[src/inc/dcdma_map.vh]
/*
 Register offsets, control field positions and timing constants of the
 two-channel transfer engine. Assumes a word-wide register port with a
 five-bit register index.
*/
`ifndef DCDMA_MAP_VH
`define DCDMA_MAP_VH

// Register index within a channel, channel select in bit 3
`define DCDMA_REG_SRC_LO   3'h0
`define DCDMA_REG_SRC_HI   3'h1
`define DCDMA_REG_DST_LO   3'h2
`define DCDMA_REG_DST_HI   3'h3
`define DCDMA_REG_COUNT    3'h4
`define DCDMA_REG_CTRL     3'h5
`define DCDMA_REG_STATUS   3'h6
`define DCDMA_CH_BIT       3

// Control register fields
`define DCDMA_C_START      0
`define DCDMA_C_SWREQ      1
`define DCDMA_C_WORD       2
`define DCDMA_C_TC         3
`define DCDMA_C_INTEN      4
`define DCDMA_C_PRIO       5
`define DCDMA_C_SYNC_LO    6
`define DCDMA_C_SYNC_HI    7
`define DCDMA_C_SRCSEL_LO  8
`define DCDMA_C_SRCSEL_HI  9
`define DCDMA_C_SINC       10
`define DCDMA_C_SDEC       11
`define DCDMA_C_SMEM       12
`define DCDMA_C_DINC       13
`define DCDMA_C_DDEC       14
`define DCDMA_C_DMEM       15

// Synchronisation modes
`define DCDMA_SYNC_NONE    2'h0
`define DCDMA_SYNC_SRC     2'h1
`define DCDMA_SYNC_DST     2'h2

// Request source select
`define DCDMA_SRC_PIN      2'h0
`define DCDMA_SRC_TIMER    2'h1
`define DCDMA_SRC_SW       2'h2

// Bus cycle length in clocks; two bus cycles make one transfer
`define DCDMA_BUS_CLKS     3'h4
// Idle clocks after a destination-synchronised deposit
`define DCDMA_DST_GAP      3'h2

`endif

[src/core/dcdma_engine.v]
/*
 Two-channel transfer engine: register port, request selection, channel
 arbitration and a fetch/deposit bus sequencer with a one-word latch.
 Assumes a system bus that answers every cycle in four clocks with
 bus_ack_in, and a processor that flags locked or split sequences.
*/
// Behaviour
// - Two channels move data between any mix of memory and I/O space.
// - Byte or word transfers on wide bus; narrow build forces bytes.
// - Each transfer is one fetch and one deposit, eight clocks minimum.
// - Request comes from pin, timer 2 output or software bit.
// - Per channel 20-bit source and destination, count and control.
// - Count sets number of transfers, up to 65535, with termination.
// - Registers writable anytime; writes apply at once, even mid-transfer; deposit-end pointer and count updates win.
// - Control sync field: destination synchronised adds a gap; unsynchronised and source codes act alike.
// - Optional interrupt request after the last programmed transfer.
// - Option stops at count end or keeps serving regardless.
// - Source pointer steps up, down or stays; memory or I/O.
// - Destination pointer steps up, down or stays; memory or I/O.
// - Higher priority channel wins; equal priority alternates.
// - Transfers beat processor cycles except locked or split words.
// - External bus hold defers any pending transfer.
// - Maskable interrupts do not suspend transfers.
// - Nonmaskable interrupt halts activity on both channels.
// - Destination sync adds idle time after each deposit.
`timescale 1ns/100ps
`include "dcdma_map.vh"

module dcdma_engine #(
	parameter WIDE_BUS = 1
) (
	input  wire        ref_clk_in,
	input  wire        reset_in,
	input  wire [4:0]  reg_addr_in,
	input  wire [15:0] reg_wdata_in,
	input  wire        reg_wr_in,
	input  wire        reg_rd_in,
	output reg  [15:0] reg_rdata_out,
	input  wire [1:0]  channel_request_pins_in,
	input  wire        timer2_out_in,
	input  wire        nmi_in,
	input  wire        cpu_locked_in,
	input  wire        hold_req_in,
	output wire        bus_req_out,
	output reg  [19:0] bus_addr_out,
	output reg         bus_mem_out,
	output reg         bus_write_out,
	output reg         bus_word_out,
	output reg         bus_cycle_out,
	output reg  [15:0] bus_wdata_out,
	input  wire [15:0] bus_rdata_in,
	input  wire        bus_ack_in,
	output wire [1:0]  irq_out
);

	localparam ST_IDLE  = 2'h0;
	localparam ST_FETCH = 2'h1;
	localparam ST_DEPO  = 2'h2;
	localparam ST_GAP   = 2'h3;

	reg  [19:0] src_r [0:1];
	reg  [19:0] dst_r [0:1];
	reg  [15:0] cnt_r [0:1];
	reg  [15:0] ctl_r [0:1];
	reg  [1:0]  irq_r;
	reg  [1:0]  done_r;
	reg  [1:0]  state_r;
	reg         ch_r;
	reg         last_r;
	reg  [2:0]  gap_r;
	reg  [15:0] latch_r;
	reg  [1:0]  pin_s1_r;
	reg  [1:0]  pin_s2_r;
	reg         tmr_s1_r;
	reg         tmr_s2_r;
	reg         nmi_s1_r;
	reg         nmi_s2_r;
	reg  [1:0]  tmr_pend_r;
	reg         tmr_prev_r;

	reg  [1:0]  req;
	reg         pick;
	reg         go;
	integer     i;

	wire        wsel = reg_addr_in[`DCDMA_CH_BIT];
	wire [2:0]  widx = reg_addr_in[2:0];
	wire        wr_src_lo = reg_wr_in && widx == `DCDMA_REG_SRC_LO;
	wire        wr_src_hi = reg_wr_in && widx == `DCDMA_REG_SRC_HI;
	wire        wr_dst_lo = reg_wr_in && widx == `DCDMA_REG_DST_LO;
	wire        wr_dst_hi = reg_wr_in && widx == `DCDMA_REG_DST_HI;
	wire        wr_cnt    = reg_wr_in && widx == `DCDMA_REG_COUNT;
	wire        wr_ctl    = reg_wr_in && widx == `DCDMA_REG_CTRL;
	wire        wr_stat   = reg_wr_in && widx == `DCDMA_REG_STATUS;
	wire        tmr_rise  = tmr_s2_r && !tmr_prev_r;

	function word_of;
		input [15:0] c;
		begin
			word_of = (WIDE_BUS != 0) && c[`DCDMA_C_WORD];
		end
	endfunction

	function [19:0] stepped;
		input [19:0] p;
		input        inc;
		input        dec;
		input        wide;
		reg   [19:0] d;
		begin
			d = wide ? 20'h00002 : 20'h00001;
			if (inc && !dec)
				stepped = p + d;
			else if (dec && !inc)
				stepped = p - d;
			else
				stepped = p;
		end
	endfunction

	// Per-channel request from the chosen source
	always @* begin
		req = 2'h0;
		for (i = 0; i < 2; i = i + 1) begin
			case (ctl_r[i][`DCDMA_C_SRCSEL_HI:`DCDMA_C_SRCSEL_LO])
			`DCDMA_SRC_PIN:   req[i] = pin_s2_r[i];
			`DCDMA_SRC_TIMER: req[i] = tmr_pend_r[i];
			`DCDMA_SRC_SW:    req[i] = ctl_r[i][`DCDMA_C_SWREQ];
			default:          req[i] = 1'b0;
			endcase
			// Count end only blocks when termination is enabled
			if (!ctl_r[i][`DCDMA_C_START] ||
			    (ctl_r[i][`DCDMA_C_TC] && cnt_r[i] == 16'h0000))
				req[i] = 1'b0;
		end
	end

	// Fixed priority when bits differ, else alternate away from last
	always @* begin
		if (req == 2'h3) begin
			if (ctl_r[0][`DCDMA_C_PRIO] != ctl_r[1][`DCDMA_C_PRIO])
				pick = ctl_r[1][`DCDMA_C_PRIO];
			else
				pick = !last_r;
		end else begin
			pick = req[1];
		end
	end

	// Interrupt controller inputs do not appear here at all: the
	// nonmaskable line, bus hold and a locked processor stop the sequencer, at a transfer boundary, never between fetch and deposit.
	always @* begin
		go = (req != 2'h0) && !nmi_s2_r && !hold_req_in
		     && !cpu_locked_in;
	end

	assign bus_req_out = (state_r != ST_IDLE) || go;
	assign irq_out     = irq_r;

	always @(posedge ref_clk_in) begin
		if (reset_in) begin
			pin_s1_r <= 2'h0;
			pin_s2_r <= 2'h0;
			tmr_s1_r <= 1'b0;
			tmr_s2_r <= 1'b0;
			nmi_s1_r <= 1'b0;
			nmi_s2_r <= 1'b0;
			tmr_prev_r <= 1'b0;
		end else begin
			pin_s1_r <= channel_request_pins_in;
			pin_s2_r <= pin_s1_r;
			tmr_s1_r <= timer2_out_in;
			tmr_s2_r <= tmr_s1_r;
			nmi_s1_r <= nmi_in;
			nmi_s2_r <= nmi_s1_r;
			tmr_prev_r <= tmr_s2_r;
		end
	end

	always @(posedge ref_clk_in) begin
		if (reset_in) begin
			for (i = 0; i < 2; i = i + 1) begin
				src_r[i] <= 20'h00000;
				dst_r[i] <= 20'h00000;
				cnt_r[i] <= 16'h0000;
				ctl_r[i] <= 16'h0000;
			end
			irq_r         <= 2'h0;
			done_r        <= 2'h0;
			tmr_pend_r    <= 2'h0;
			state_r       <= ST_IDLE;
			ch_r          <= 1'b0;
			last_r        <= 1'b1;
			gap_r         <= 3'h0;
			latch_r       <= 16'h0000;
			reg_rdata_out <= 16'h0000;
			bus_addr_out  <= 20'h00000;
			bus_mem_out   <= 1'b0;
			bus_write_out <= 1'b0;
			bus_word_out  <= 1'b0;
			bus_cycle_out <= 1'b0;
			bus_wdata_out <= 16'h0000;
		end else begin
			// Register writes first; sequencer updates below override
			// pointers, count and software request bit only for the channel it just served.
			if (wr_src_lo)
				src_r[wsel][15:0] <= reg_wdata_in;
			if (wr_src_hi)
				src_r[wsel][19:16] <= reg_wdata_in[3:0];
			if (wr_dst_lo)
				dst_r[wsel][15:0] <= reg_wdata_in;
			if (wr_dst_hi)
				dst_r[wsel][19:16] <= reg_wdata_in[3:0];
			if (wr_cnt)
				cnt_r[wsel] <= reg_wdata_in;
			if (wr_ctl)
				ctl_r[wsel] <= reg_wdata_in;

			// Timer events latch per channel; set beats clear
			for (i = 0; i < 2; i = i + 1)
				if (tmr_rise)
					tmr_pend_r[i] <= 1'b1;

			// Status write-one-to-clear; a completion in the same
			// cycle is applied later in this block and wins.
			if (wr_stat) begin
				irq_r[wsel]  <= irq_r[wsel] & ~reg_wdata_in[0];
				done_r[wsel] <= done_r[wsel] & ~reg_wdata_in[1];
			end

			if (reg_rd_in) begin
				case (widx)
				`DCDMA_REG_SRC_LO: reg_rdata_out <= src_r[wsel][15:0];
				`DCDMA_REG_SRC_HI:
					reg_rdata_out <= {12'h000, src_r[wsel][19:16]};
				`DCDMA_REG_DST_LO: reg_rdata_out <= dst_r[wsel][15:0];
				`DCDMA_REG_DST_HI:
					reg_rdata_out <= {12'h000, dst_r[wsel][19:16]};
				`DCDMA_REG_COUNT:  reg_rdata_out <= cnt_r[wsel];
				`DCDMA_REG_CTRL:   reg_rdata_out <= ctl_r[wsel];
				`DCDMA_REG_STATUS:
					reg_rdata_out <= {13'h0000, state_r != ST_IDLE,
					                  done_r[wsel], irq_r[wsel]};
				default:           reg_rdata_out <= 16'h0000;
				endcase
			end

			case (state_r)
			ST_IDLE: begin
				if (go) begin
					ch_r          <= pick;
					last_r        <= pick;
					state_r       <= ST_FETCH;
					bus_cycle_out <= 1'b1;
					bus_write_out <= 1'b0;
					bus_addr_out  <= src_r[pick];
					bus_mem_out   <= ctl_r[pick][`DCDMA_C_SMEM];
					bus_word_out  <= word_of(ctl_r[pick]);
					if (ctl_r[pick][`DCDMA_C_SRCSEL_HI:`DCDMA_C_SRCSEL_LO]
					    == `DCDMA_SRC_TIMER)
						tmr_pend_r[pick] <= tmr_rise;
				end
			end
			ST_FETCH: begin
				if (bus_ack_in) begin
					latch_r       <= bus_rdata_in;
					bus_wdata_out <= bus_rdata_in;
					bus_write_out <= 1'b1;
					bus_addr_out  <= dst_r[ch_r];
					bus_mem_out   <= ctl_r[ch_r][`DCDMA_C_DMEM];
					bus_word_out  <= word_of(ctl_r[ch_r]);
					state_r       <= ST_DEPO;
				end
			end
			ST_DEPO: begin
				if (bus_ack_in) begin
					bus_cycle_out <= 1'b0;
					bus_write_out <= 1'b0;
					src_r[ch_r] <= stepped(src_r[ch_r],
						ctl_r[ch_r][`DCDMA_C_SINC],
						ctl_r[ch_r][`DCDMA_C_SDEC],
						word_of(ctl_r[ch_r]));
					dst_r[ch_r] <= stepped(dst_r[ch_r],
						ctl_r[ch_r][`DCDMA_C_DINC],
						ctl_r[ch_r][`DCDMA_C_DDEC],
						word_of(ctl_r[ch_r]));
					cnt_r[ch_r] <= cnt_r[ch_r] - 16'h0001;
					ctl_r[ch_r][`DCDMA_C_SWREQ] <= 1'b0;
					if (cnt_r[ch_r] == 16'h0001) begin
						done_r[ch_r] <= 1'b1;
						if (ctl_r[ch_r][`DCDMA_C_INTEN])
							irq_r[ch_r] <= 1'b1;
					end
					// Destination sync leaves the peripheral time to drop
					// its request, costing throughput.
					if (ctl_r[ch_r][`DCDMA_C_SYNC_HI:`DCDMA_C_SYNC_LO]
					    == `DCDMA_SYNC_DST) begin
						gap_r   <= `DCDMA_DST_GAP;
						state_r <= ST_GAP;
					end else begin
						state_r <= ST_IDLE;
					end
				end
			end
			ST_GAP: begin
				if (gap_r <= 3'h1)
					state_r <= ST_IDLE;
				gap_r <= gap_r - 3'h1;
			end
			default: state_r <= ST_IDLE;
			endcase
		end
	end

endmodule // dcdma_engine

[config.mk]
export PLATFORM = sky130hd
export DESIGN_NAME = dcdma_engine
export DESIGN_NICKNAME = d
export VERILOG_FILES = /design/src/core/dcdma_engine.v
export VERILOG_INCLUDE_DIRS = /design/src /design/src/inc
export SDC_FILE = /design/constraint.sdc
export NUM_CORES = 1
export LEC_CHECK = 0
export ABC_AREA = 0
export BUFFER_PORTS_ARGS = -buffer_cell sky130_fd_sc_hd__buf_2
export CAP_MARGIN = 20
export CORE_MARGIN = 4
export CORE_UTILIZATION = 40
export DETAILED_ROUTE_END_ITERATION = 12
export PLACE_DENSITY = 0.55
export SYNTH_ARGS = -nofsm -noshare
export SYNTH_HDL_FRONTEND = slang
export SYNTH_SLANG_ARGS = --single-unit
[constraint.sdc]
create_clock -name ref_clk_in -period 12.1 [get_ports ref_clk_in]
set_input_delay 1.815 -clock ref_clk_in [delete_from_list [all_inputs] [get_ports ref_clk_in]]
set_output_delay 1.815 -clock ref_clk_in [all_outputs]
set_load 0.02 [all_outputs]
==> out/qor.log <==
qor: run_status.outcome finished, final reports clean
qor: power.pwrdens 123 mW/mm^2
qor: global_routing.grt_util_met2 38.7%
qor: sta.timing.final.crit_period 4.58 ns
qor: critical_path.timing.critical_path.to_type primary output
qor: clocking.cts.sinks 223
qor: die.dieHeight 194 um
qor: finish.layout.cells.non_filler 2,033
qor: yosys.synth.net_count 1,570
qor: finish.drive_above_1_share 13.2%
qor: routing.drt-pass1-iter-count 7
qor: global_routing.grt_use_met1 36.6%
qor: sta.slew-limit-headroom 27.0%
qor: yosys.ys_top_cells_by_count sky130_fd_sc_hd__o21ai_0 (153), sky130_fd_sc_hd__edfxtp_1 (142), sky130_fd_sc_hd__mux2i_1 (135), sky130_fd_sc_hd__nand2_1 (133), sky130_fd_sc_hd__nand3_1 (119)
qor: yosys.synthArstFlopShare 0%
qor: power.max-vdd-ir-drop 0.0000996 V
qor: min_path.min_delay_worst_endpoint nmi_s2_r
qor: clocking.ctsHoldBuffers 0
qor: routing.routed_via_density 6.13
qor: yosys.postSynthRegisterBits 223
qor: critical_path.cpMostUsedCell sky130_fd_sc_hd__buf_2
qor: critical_path.critical_path.n_buffers_inverters 2
qor: global_routing.grt.total_usage 24.8%
qor: sta.timing.setup.tns 0 ns
qor: clocking.cts_tree built
qor: place.buffers_added_on_ports 105
qor: critical_path.path_delay_family simple AND/OR/NAND/NOR gates
qor: sta.worst_pin_slew 1.10 ns
qor: critical_path.worst_setup_path_startpoint hold_req_in
qor: power.power.clock.fraction 43.6%
qor: routing.drc_markers 0
qor: sta.setup_viol 0
qor: finish.post-route-util 46.2%
qor: die.placeableCoreArea 0.0339 mm^2
qor: sta.timing.clock.skew 0.0133 ns
qor: global_routing.largest_net_degree_at_the_start_of_global_routing 103
qor: yosys.synth.top_cells.by_area sky130_fd_sc_hd__edfxtp_1 (31%), sky130_fd_sc_hd__dfxtp_1 (12%), sky130_fd_sc_hd__mux2i_1 (9.8%), sky130_fd_sc_hd__o21ai_0 (5.5%), sky130_fd_sc_hd__nand3_1 (4.3%)
qor: die.num_io_pins 107
qor: routing.drt_first_iter_violations 1,171
qor: routing.wire_length_after_detailed_routing 49.0 mm
qor: critical_path.critical_path_peak_fanout 3
qor: routing.routed_wire_length_per_instance 24.1 um
qor: finish.areaGrowthSynthToFinish 13.1%
qor: global_routing.grt_pass1_vias 11,671
qor: job.drv.max_cap_violation_count 0
qor: min_path.cell_count_of_the_worst_hold_path 1
qor: sta.timing.final.crit_share 37.9%
qor: clocking.cts-htree-levels 1
qor: yosys.yosysUniqueCellTypes 82
qor: clocking.clk_pin_slew 0.06 ns
qor: sta.unrepaired_setup_endpoints_after_global_routing no
qor: global_routing.met3_usage 3.18%
qor: yosys.yosys.cell_count.top_type sky130_fd_sc_hd__o21ai_0
qor: sta.worst_hold_slack 0.442 ns
qor: yosys.ys_seq_area_share 42.5%
qor: die.initial_core_util 40.9%
qor: min_path.hold_path_startpoint nmi_s1_r
qor: yosys.syn_area 0.0138 mm^2
qor: clocking.worst_skew_pair.late_latency 0.56 ns
qor: sta.slew_violations 0
qor: place.placedCellCount 1,979
qor: critical_path.worst-r2r-setup-slack 7.75 ns
qor: power.power_leakage 5.62 nW
qor: yosys.synth_ff_type sky130_fd_sc_hd__edfxtp_1
qor: die.floorplan.die_area 0.0376 mm^2
qor: global_routing.initial_antenna_violation_count 0
qor: die.die_x 194 um
qor: critical_path.critical_path.startpoint_type primary input
qor: global_routing.globalRoute.totalOverflow 0
qor: routing.antenna_violating_nets_post_route 0
qor: critical_path.timing.rr.end dst_r[0][18]
qor: die.placement_rows 67
qor: critical_path.worstPathRequired 10.28 ns
qor: routing.via_count 12,454
qor: critical_path.data_arrival_time_of_the_worst_path 2.77 ns
qor: power.net-switching-power 510 uW
qor: clocking.cts_repair_resize_count 0
qor: clocking.cts_root_buf sky130_fd_sc_hd__clkbuf_16
qor: power.p_seq_share 45.6%
qor: yosys.cell_taking_the_most_area_after_synthesis sky130_fd_sc_hd__edfxtp_1
qor: place.place.gp.congestion 0.964
qor: yosys.synth_enable_flop_cells 142
qor: critical_path.worstRegToRegCells 9
qor: clocking.postCtsSetupBuffers 0
qor: critical_path.critical_path_class in -> out
qor: power.power_frac_comb 10.8%
qor: power.power.share.switching 26.6%
qor: clocking.numCtsBuffers 27
qor: power.overall_power 1.92 mW
qor: yosys.synth_area_per_cell 9.19 um^2
qor: min_path.hold_crit_path_type reg -> reg
qor: clocking.clock_path_buffers 3
qor: power.power_report.internal_total 1.41 mW
qor: critical_path.cpPeakStageDelay 0.39 ns
qor: critical_path.worstPathCellList buf_2 -> or3_1 -> a21oi_1 -> nand2b_1 -> buf_2
qor: global_routing.globalRoute.busiestLayer met2
qor: finish.design.final.nets 1,627
qor: yosys.synth_cells 1,506
qor: place.hpwl_after_detailed_placement 34.6 mm
qor: finish.n_fill_cell 3,347
qor: yosys.ys_warn_count 0
qor: global_routing.grt_pass1_wl 73.6 mm
qor: sta.count_of_final_hold_check_violations 0
qor: sta.fmax 218 MHz
qor: critical_path.crit_slowest_cell sky130_fd_sc_hd__or3_1
qor: yosys.netlist.area_leader.share 30.8%
==> logic make-up (layout without fill, tap and decap cells) <==
group | count (synthesis) | count (layout) | share of synthesized area [%]
mux | 142 | 142 | 10.3
buf+inv | 139 | 217 | 4.39
fa+ha+maj | 17 | 17 | 1.74
other cells | 0 | 1 | 0
simple gates | 559 | 559 | 20.7
compound gates | 374 | 374 | 17.0
flops | 223 | 223 | 42.5
xor+xnor | 52 | 52 | 3.29
==> power by group through the flow <==
stage | clock (mW) | combinational [mW] | sequential, mW
2_1_floorplan | 0 | 0.124 | 0.881
3_3_place_gp | 0 | 0.201 | 0.888
3_5_place_dp | 0 | 0.203 | 0.889
4_1_cts | 0.851 | 0.204 | 0.873
5_1_grt | 0.881 | 0.222 | 0.878
6_report | 0.837 | 0.207 | 0.874
==> cells in the final DEF (no fill, tap or decap), drive strengths merged, types with 5 or more instances in the layout <==
cell type  count
dfxtp         81
and3b          5
mux2           7
nor2b         17
inv           35
xnor2         23
o21ai        160
edfxtp       142
nand3        120
nand3b        13
and2           7
o32ai          5
ha            12
a221oi         8
a21oi         70
clkinv         7
o22ai         34
nor4          13
xor2          29
mux2i        135
nand4         16
a22oi          8
nand2        133
o211ai         6
or3b           8
and3          36
or3           10
nor3          31
a32o          23
a22o           7
a31oi          8
nor2         103
nand2b        14
clkbuf        42
nor3b         12
buf          133
==> registers in the layout (all words and copies together) (netlist names), 3 cells and up, named ones only <==
name           count
gap_r              3
src_r             40
dst_r             40
bus_wdata_out     16
bus_addr_out      20
reg_rdata_out     16
cnt_r             32
ctl_r             32
==> layer usage <==
metal,vias to the layer above,routed length [um]
met1,6128,22200
met4,0,1260
met3,60,3690
met5,-,0
li1,5748,-
met2,518,21900
==> how the worst max path moves through the flow <==
stage               cells after the start           to
floorplan                               3  bus_req_out
global placement                        5  bus_req_out
detailed placement                      5  bus_req_out
CTS                                     5  bus_req_out
global route                            5  bus_req_out
finish                                  5  bus_req_out
==> metrics by stage <==
step	cell area [um^2]	setup WS, ns
after global placement	14700	7.49
after detailed placement	14700	7.49
final	15600	7.52
after global routing	15600	7.47
after CTS	15600	7.48
after floorplan	13800	7.75
==> final cells by class <==
cell class / count / area, um^2 / share of cell area (%)
multi-input cells: 1144 / 7370 / 47.1
flip-flops and latches: 223 / 5890 / 37.6
clock buffers: 42 / 877 / 5.61
repair buffers: 133 / 763 / 4.88
well taps: 448 / 561 / 3.58
inverters: 34 / 128 / 0.816
clock inverters: 8 / 58.8 / 0.376
diodes: 1 / 2.50 / 0.0160
Note: power is estimated with default switching activity, not from simulation.
